===== config.mk =====
export PLATFORM = sky130hd
export DESIGN_NAME = fgf_regs
export DESIGN_NICKNAME = d
export VERILOG_FILES = /design/src/logic/fgf_regs.v
export VERILOG_INCLUDE_DIRS = /design/src /design/src/pkg
export SDC_FILE = /design/constraint.sdc
export NUM_CORES = 1
export LEC_CHECK = 0
export ABC_AREA = 1
export ABC_CLOCK_PERIOD_IN_PS = 2200
export CELL_PAD_IN_SITES_DETAIL_PLACEMENT = 0
export CELL_PAD_IN_SITES_GLOBAL_PLACEMENT = 2
export CORE_ASPECT_RATIO = 0.75
export CORE_MARGIN = 3
export CORE_UTILIZATION = 36
export CTS_CLUSTER_DIAMETER = 80
export DETAILED_ROUTE_END_ITERATION = 8
export DONT_BUFFER_PORTS = 1
export PLACE_DENSITY = 0.81
export SLEW_MARGIN = 20
export SYNTH_ARGS = -nofsm -noshare
export SYNTH_HDL_FRONTEND = slang
export SYNTH_SLANG_ARGS = --single-unit

===== constraint.sdc =====
create_clock -name clock -period 2.2 [get_ports clock]
set_clock_uncertainty 0.05 [all_clocks]
set_input_delay 0.22 -clock clock [delete_from_list [all_inputs] [get_ports clock]]
set_output_delay 0.22 -clock clock [all_outputs]
set_load 0.005 [all_outputs]

===== src/pkg/fgf_consts.vh =====
// constants for the fine gain and equaliser filter configuration register bank
`ifndef FGF_CONSTS_VH
`define FGF_CONSTS_VH
// register indexes; byte address is four times the index
`define FGF_IDX_GAIN_A0    12'h354
`define FGF_IDX_GAIN_A1    12'h355
`define FGF_IDX_GAIN_B0    12'h356
`define FGF_IDX_GAIN_B1    12'h357
`define FGF_IDX_FILT_CFG   12'h400
`define FGF_IDX_COEFF_A0   12'h418
`define FGF_GAIN_W         5
`define FGF_N_GAIN         4
`define FGF_COEFF_W        12
`define FGF_CFG_RESET      8'h00
`define FGF_COEFF_RESET    12'h000
`define FGF_CFG_SHARE_BIT  6
`define FGF_CFG_MERGE_BIT  5
`define FGF_CFG_SCW_LSB    2
`define FGF_CFG_SCW_MSB    4
`define FGF_CFG_MODE_MSB   1
`define FGF_MODE_OFF       2'h0
`define FGF_MODE_ON        2'h2
`endif


===== src/logic/fgf_regs.v =====
// register bank for single-channel fine gain trims and equaliser filter setup
//
// The Wishbone slave port is this design's own decision.
`timescale 1ns/1ps
`default_nettype none
`include "fgf_consts.vh"
module fgf_regs #(
   parameter GAIN_W  = `FGF_GAIN_W,
   parameter N_GAIN  = `FGF_N_GAIN,
   parameter COEFF_W = `FGF_COEFF_W
) (
   input  wire                      clock,
   input  wire                      rst_n,
   input  wire                      wb_cyc_i,
   input  wire                      wb_stb_i,
   input  wire                      wb_we_i,
   input  wire [13:0]               wb_adr_i,
   input  wire [3:0]                wb_sel_i,
   input  wire [31:0]               wb_dat_i,
   output reg  [31:0]               wb_dat_o,
   output reg                       wb_ack_o,
   input  wire [N_GAIN*GAIN_W-1:0]  fuse_gain_i,
   output reg  [N_GAIN*GAIN_W-1:0]  fine_gain_trim_o,
   output reg                       equaliser_filter_en_o,
   output reg                       coeff_share_bit_o,
   output reg                       filter_merge_bit_o,
   output reg  [2:0]                side_weight_field_o,
   output reg  [COEFF_W-1:0]        coeff_a_tap0_o
);

   // ----------------------------------------
   // local constants
   // ----------------------------------------
   localparam integer GW        = GAIN_W;
   localparam integer GAIN_ALL  = N_GAIN * GAIN_W;
   localparam [11:0]  IDX_CFG   = `FGF_IDX_FILT_CFG;
   localparam [11:0]  IDX_COEFF = `FGF_IDX_COEFF_A0;
   localparam integer IDX_GAIN0 = `FGF_IDX_GAIN_A0;

   // ----------------------------------------
   // declarations
   // ----------------------------------------
   wire [11:0]             idx_w;
   wire                    req_w;
   wire                    wr_w;
   wire                    rd_w;
   wire                    sel0_w;
   wire                    sel1_w;
   wire                    hit_cfg_w;
   wire                    hit_coeff_w;
   wire [N_GAIN-1:0]       hit_gain_w;
   wire [GAIN_ALL-1:0]     gain_flat_w;
   wire [1:0]              mode_w;
   wire                    share_w;
   wire                    merge_w;
   wire [2:0]              weight_w;
   wire                    mode_on_w;
   reg                     fuse_load_r;
   reg  [7:0]              cfg_r;
   reg  [7:0]              cfg_nxt;
   reg  [15:0]             coeff_r;
   reg  [15:0]             coeff_nxt;
   reg  [31:0]             rd_nxt;
   integer                 k;

   // ----------------------------------------
   // bus decode
   // ----------------------------------------
   // byte-lane bits of the address are ignored
   assign idx_w       = wb_adr_i[13:2];
   // ack high masks a held request, so it is not taken again in the ack cycle
   assign req_w       = wb_cyc_i & wb_stb_i & ~wb_ack_o;
   assign wr_w        = req_w & wb_we_i;
   assign rd_w        = req_w & ~wb_we_i;
   assign sel0_w      = wb_sel_i[0];
   assign sel1_w      = wb_sel_i[1];
   assign hit_cfg_w   = (idx_w == IDX_CFG);
   assign hit_coeff_w = (idx_w == IDX_COEFF);

   // ----------------------------------------
   // fuse load strobe
   // ----------------------------------------
   // high on the first edge after release; fuse must be steady then
   always @(posedge clock) begin
      if (!rst_n) begin
         fuse_load_r <= 1'b1;
      end else begin
         fuse_load_r <= 1'b0;
      end
   end

   // ----------------------------------------
   // gain trims
   // ----------------------------------------
   // a write in the fuse load cycle is lost: fuse wins
   genvar g;
   generate
      for (g = 0; g < N_GAIN; g = g + 1) begin : g_gain
         localparam integer IDX = IDX_GAIN0 + g;
         reg [GW-1:0] trim_r;

         assign hit_gain_w[g] = ({20'h00000, idx_w} == IDX);
         assign gain_flat_w[g*GW +: GW] = trim_r;

         always @(posedge clock) begin
            if (!rst_n) begin
               trim_r <= {GW{1'b0}};
            end else if (fuse_load_r) begin
               trim_r <= fuse_gain_i[g*GW +: GW];
            end else if (wr_w && sel0_w && hit_gain_w[g]) begin
               trim_r <= wb_dat_i[GW-1:0];
            end
         end
      end
   endgenerate

   // ----------------------------------------
   // filter config next value
   // ----------------------------------------
   // reserved bit 7 is kept as written, it steers nothing
   always @* begin
      cfg_nxt = cfg_r;
      if (wr_w && sel0_w && hit_cfg_w) begin
         cfg_nxt = wb_dat_i[7:0];
      end
   end

   // ----------------------------------------
   // coefficient next value
   // ----------------------------------------
   // byte lanes written on their own select
   always @* begin
      coeff_nxt = coeff_r;
      if (wr_w && sel0_w && hit_coeff_w) begin
         coeff_nxt[7:0] = wb_dat_i[7:0];
      end
      if (wr_w && sel1_w && hit_coeff_w) begin
         coeff_nxt[15:8] = wb_dat_i[15:8];
      end
   end

   // ----------------------------------------
   // config and coefficient store
   // ----------------------------------------
   always @(posedge clock) begin
      if (!rst_n) begin
         cfg_r   <= `FGF_CFG_RESET;
         coeff_r <= 16'h0000;
      end else begin
         cfg_r   <= cfg_nxt;
         coeff_r <= coeff_nxt;
      end
   end

   // ----------------------------------------
   // config field decode
   // ----------------------------------------
   assign mode_w    = cfg_r[`FGF_CFG_MODE_MSB:0];
   assign share_w   = cfg_r[`FGF_CFG_SHARE_BIT];
   assign merge_w   = cfg_r[`FGF_CFG_MERGE_BIT];
   assign weight_w  = cfg_r[`FGF_CFG_SCW_MSB:`FGF_CFG_SCW_LSB];
   // reserved mode codes leave the filter off, the safe choice
   assign mode_on_w = (mode_w == `FGF_MODE_ON);

   // ----------------------------------------
   // read mux
   // ----------------------------------------
   // unmapped reads return zero; gain bits 7:5 read zero
   always @* begin
      rd_nxt = 32'h0000_0000;
      if (hit_cfg_w) begin
         rd_nxt[7:0] = cfg_r;
      end
      if (hit_coeff_w) begin
         rd_nxt[15:0] = coeff_r;
      end
      for (k = 0; k < N_GAIN; k = k + 1) begin
         if (hit_gain_w[k]) begin
            rd_nxt[GW-1:0] = gain_flat_w[k*GW +: GW];
         end
      end
   end

   // ----------------------------------------
   // bus outputs
   // ----------------------------------------
   // ack is one cycle after the take; data is zero outside a read ack
   always @(posedge clock) begin
      if (!rst_n) begin
         wb_ack_o <= 1'b0;
         wb_dat_o <= 32'h0000_0000;
      end else begin
         wb_ack_o <= req_w;
         wb_dat_o <= rd_w ? rd_nxt : 32'h0000_0000;
      end
   end

   // ----------------------------------------
   // status outputs
   // ----------------------------------------
   // one edge behind the store; keeps every output on a flip-flop
   always @(posedge clock) begin
      if (!rst_n) begin
         fine_gain_trim_o      <= {GAIN_ALL{1'b0}};
         equaliser_filter_en_o <= 1'b0;
         coeff_share_bit_o     <= 1'b0;
         filter_merge_bit_o    <= 1'b0;
         side_weight_field_o   <= 3'h0;
         coeff_a_tap0_o        <= {COEFF_W{1'b0}};
      end else begin
         fine_gain_trim_o      <= gain_flat_w;
         equaliser_filter_en_o <= mode_on_w;
         coeff_share_bit_o     <= share_w;
         filter_merge_bit_o    <= merge_w;
         side_weight_field_o   <= weight_w;
         coeff_a_tap0_o        <= coeff_r[COEFF_W-1:0];
      end
   end

   // ----------------------------------------
   // limitations
   // ----------------------------------------
   // the filter datapath is outside this block: the outputs only steer it
   // side-weight codes above 6 are stored as written and not trapped
   // the fuse word is read once, it is not watched afterward

endmodule // fgf_regs
`default_nettype wire


After elaboration in Yosys (flattened, before gate mapping)
Cells that the tools add are included.

storage, ports and cells
  word-level logic and storage cells = 61
  input port bits = 75
  output and inout bits = 71
  register bits = 116

operators by class
  reduce and logical (&&, ||, !) cells = 15
  eq/ne operators = 7
  muxes and demuxes = 15
  bitwise gates (word level) = 6

operators by type and width
  operator                                                number
  2-to-1 mux 5 bit                                        12
  equality test 12 x 10 -> 1 bit (second input constant)  4
  equality test 12 x 11 -> 1 bit (second input constant)  2
  2-to-1 mux 8 bit                                        2
  logical AND 1 bit                                       9
  nonzero test 2 bit                                      4
  AND 1 bit                                               4
  AND reduction 3 bit                                     1
  equality test 2 bit (second input constant)             1
  inverter 1 bit                                          2
  AND reduction 2 bit                                     1
  2-to-1 mux 1 bit                                        1

Logic depth before layout (Yosys ltp)
  depth in word-level cells = 7
  mapped depth = 11
  depth with buffers taken out = 11

Worst setup path after synthesis
OpenSTA, ideal clock, no wires.

  path type = register -> register
  start point = reg wb_ack_o
  end point = reg g_gain[0].trim_r[4]
  data required time = 2029 ps
  stages on the path, launching flop included = 11
  clock period less this slack = 1340 ps
  data arrival time = 1169 ps
  path buffers = 0
  path slack = 860 ps
  setup time = 121 ps
  cells stage by stage = dfxtp_1 -> nor2_1 -> nand3_1 -> inv_1 -> nand2_2 -> inv_1 -> nand2_1 -> nand2_1 -> inv_1 -> nand2_1 -> a31oi_1

on the way
  cells in the longest elaborated chain, start to end = 6

RTL lines
  item                                 RTL line        text
  start: declaration                   fgf_regs.v:21   output reg wb_ack_o,
  start signal: assignment             fgf_regs.v:193  wb_ack_o <= req_w;
  inverter 1 bit                       fgf_regs.v:72   assign req_w = wb_cyc_i & wb_stb_i & ~wb_ack_o;
  AND 1 bit                            fgf_regs.v:72
  AND 1 bit                            fgf_regs.v:73   assign wr_w = req_w & wb_we_i;
  logical AND 1 bit (2 in series)      fgf_regs.v:110  end else if (wr_w && sel0_w && hit_gain_w[g]) begin
  nonzero test 2 bit (no source line)  --
  end signal: assignment               fgf_regs.v:107  trim_r <= {GW{1'b0}};
  end signal: assignment               fgf_regs.v:109  trim_r <= fuse_gain_i[g*GW +: GW];
  end signal: assignment               fgf_regs.v:111  trim_r <= wb_dat_i[GW-1:0];
  end: declaration                     fgf_regs.v:100  reg [GW-1:0] trim_r;

Every way passes these cells.
A chain may end at the register's enable or synchronous reset.

Worst setup path after layout
Ends and elaborated chain as after synthesis.

==> metrics.md <==
| Metric | Value |
|---|---|
| Status | `completed` |
| Layout Cells excl Fill | `659` |
| Clock buffer depth | `2` |
| # placed instances | `629` |
| Standard-cell row count | `32` |
| Slew Limit Fails | `0` |
| Antenna viol nets, final | `0` |
| Required time of the worst setup path | `roughly 2400 ps` |
| CP Capture Type | `flip-flop` |
| GPL Wtd Cong | `0.901` |
| Critical R2R Launch | `wb_ack_o$_SDFF_PN0_` |
| CTS tree | `done` |
| Clock slew at reported path FFs | `70 ps` |
| Worst hold path type | `in -> reg` |
| Slew headroom | `65.4%` |
| Tightest Pin Transition | `517 ps` |
| Starting DRT DRC Count | `206` |
| DIE HEIGHT | `96.2 um` |
| Fraction of layout cells with a size suffix above 1 | `8.41%` |
| Clock Tree Root | `clkbuf_16` |
| Filler instances | `about 1100` |
| Most instantiated cells after synthesis | `dfxtp_1 (100), nand2_1 (96), inv_1 (77)` |
| Asr flop ratio synth | `0%` |
| Most frequent cell after synthesis | `dfxtp_1` |
| Overflow after GRT | `0` |
| Fin nets | `593` |
| Via count | `3055` |
| Worst Setup SP | `wb_ack_o$_SDFF_PN0_` |
| Post-synth EDFFs | `0` |
| H-tree depth | `3` |
| Die X | `126 um` |
| Core Box Area | `10400 um^2` |
| Routed Wire Length | `roughly 9600 um` |
| Syn Std Cell Area | `3900 um^2` |
| Vias in the first global route | `between 2000 and 3000` |
| CP Max Fanout | `5` |
| Seq/Total Area, Yosys | `~51%` |
| Peak VDD IR | `0.000434 V` |
| CTS resizes | `0` |
| Top-area cell type share of the netlist area | `51.3%` |
| Total global-route track usage | `15.9%` |
| Initial antenna violation count | `0` |
| Port bufs | `0` |
| First-pass GRT wire length | `14900 um` |
| Period utilisation layout | `74.0%` |
| DRT Pass-1 Iters | `4` |
| Residual DRC count | `0` |
| Layout area overhead | `13.3%` |
| Leading area contributor after synthesis | `dfxtp_1` |
| DP Wirelength | `between 6000 and 7000 um` |
| CTS Sinks | `100` |
| Setup TNS | `0 ps` |
| Syn avg cell area | `~7.7 um^2` |
| Core Util, Final | `42.5%` |
| Fin worst setup slack | `572 ps` |
| CTS buffer count | `9` |
| Final hold violation count | `0` |
| Die Area | `12100 um^2` |
| Synth Flop Type | `dfxtp_1` |
| Static leakage | `roughly 2.0 nW` |
| RSZ-0062 raised after global routing | `no` |
| Wire length per cell | `14.6 um` |
| Post-synthesis register bit count | `100` |
| Max Cap Viol | `0` |
| Io pins | `146` |
| Initial Util | `37.5%` |
| Fmax | `614 MHz` |
| Clock Latency Late Sink | `340 ps` |
| Pwr Density | `829 nW/um^2` |
| Minimum clock period after layout | `1630 ps` |
| Syn Inst Count | `506` |
| Crit path kind | `reg -> reg` |
| Hold WS | `9.18 ps` |
| Vias per inst | `approximately 4.6` |
| Inserted Diodes | `0` |
| Worst EP arrival | `1800 ps` |
| Crit start category | `flip-flop` |
| Hold path startpoint | `fuse_gain_i[15]` |
| YS warnings | `0` |
| Synth area leaders | `dfxtp_1 (51%), nand2_1 (9.2%), inv_1 (7.4%)` |
| Dpl ws | `510 ps` |
| Post-synth cell types | `27` |
| Largest net degree at the start of global routing | `77` |
| # setup viols final | `0` |
| R2R setup slack | `570 ps` |
==> through the flow <==
| stage | cell area [um^2] | power [mW] |
|---|---|---|
| 4_1_cts | 4420 | 3.72 |
| 6_report | 4420 | 3.67 |
| 2_1_floorplan | 3960 | 2.06 |
| 3_3_place_gp | 3960 | 2.06 |
| 5_1_grt | 4420 | 3.82 |
| 3_5_place_dp | 3960 | 2.06 |
==> path summary, 6_finish.rpt <==
check	to	cells past startpoint
worst max-delay path	g_gain[0].trim_r[4]$_SDFFE_PN0P_	10
worst min register to register	wb_dat_o[13]$_SDFF_PN0_	2
worst max register to register	g_gain[0].trim_r[4]$_SDFFE_PN0P_	10
worst min-delay path	g_gain[3].trim_r[0]$_SDFFE_PN0P_	2
==> placed cells by master, fill, tap and decap left out, types with 3 or more instances in the layout <==
cell,netlist,final
inv_1,77,77
nor2_1,45,45
nor2_2,4,4
inv_2,5,5
o211ai_1,4,4
nand2_2,5,5
a21oi_1,50,50
nor3_1,8,8
dlygate4sd3_1,0,13
o21ai_1,3,3
o21ai_0,44,44
nand4_1,3,3
a31oi_1,3,3
clkbuf_16,0,9
dfxtp_1,100,100
or2_0,3,3
nand3_1,13,13
nor2_4,5,5
nand2_1,96,96
conb_1,1,16
==> per-layer routing <==
layer	vias up	wire, um	track usage, %
li1	1581	-	-
met1	1362	4610	21.2
met2	98	4170	24.3
met3	14	688	5.60
met4	0	148	5.27
met5	-	0	0
==> report_power, final <==
| group | switching (mW) | internal (mW) |
|---|---|---|
| clock network | 0.699 | 0.901 |
| logic | 0.114 | 0.0632 |
| registers | 0.0349 | 1.85 |
==> timing repair <==
action                    in CTS  in global routing
hold buffers                  14                  0
buffers inserted               0                  0
hold endpoints to repair      79                  0
==> flip-flops by register name, summed over array words and instances, names as in the netlist <==
name and flops:
fine_gain_trim_o 20, wb_ack_o 1, side_weight_field_o 3, coeff_r 16, filter_merge_bit_o 1, wb_dat_o 16, coeff_a_tap0_o 12, coeff_share_bit_o 1
cfg_r 8, g_gain.trim_r 20, equaliser_filter_en_o 1, fuse_load_r 1
==> cell type report <==
cell class,count,area [um^2],area share (%)
tap,136,170,3.85
inverter,82,308,6.96
timing repair buffer,16,173,3.90
clock buffer,9,225,5.09
clock inverter,7,83.8,1.90
multi-input combinational,309,1460,33.0
sequential,100,2000,45.3
==> cells by family (layout without fill, tap and decap cells) <==
logic type / count (synthesis) / count (layout) / share of synthesized area, %
and+or+nand+nor: 185 / 185 / 21.1
buffers and inverters: 112 / 114 / 12.7
AOI/OAI and AO/OA: 108 / 108 / 14.8
DFF: 100 / 100 / 51.3
other: 1 / 16 / 0.0961
==> worst max-delay path: stages (launching register included) <==
cell	delay, ps
dfxtp_1	330
nor2_1	140
nand3_1	80
inv_1	80
nand2_2	150
inv_1	140
nand2_1	110
nand2_1	180
inv_1	120
nand2_1	70
a31oi_1	70
(Power assumes the default switching activity.)
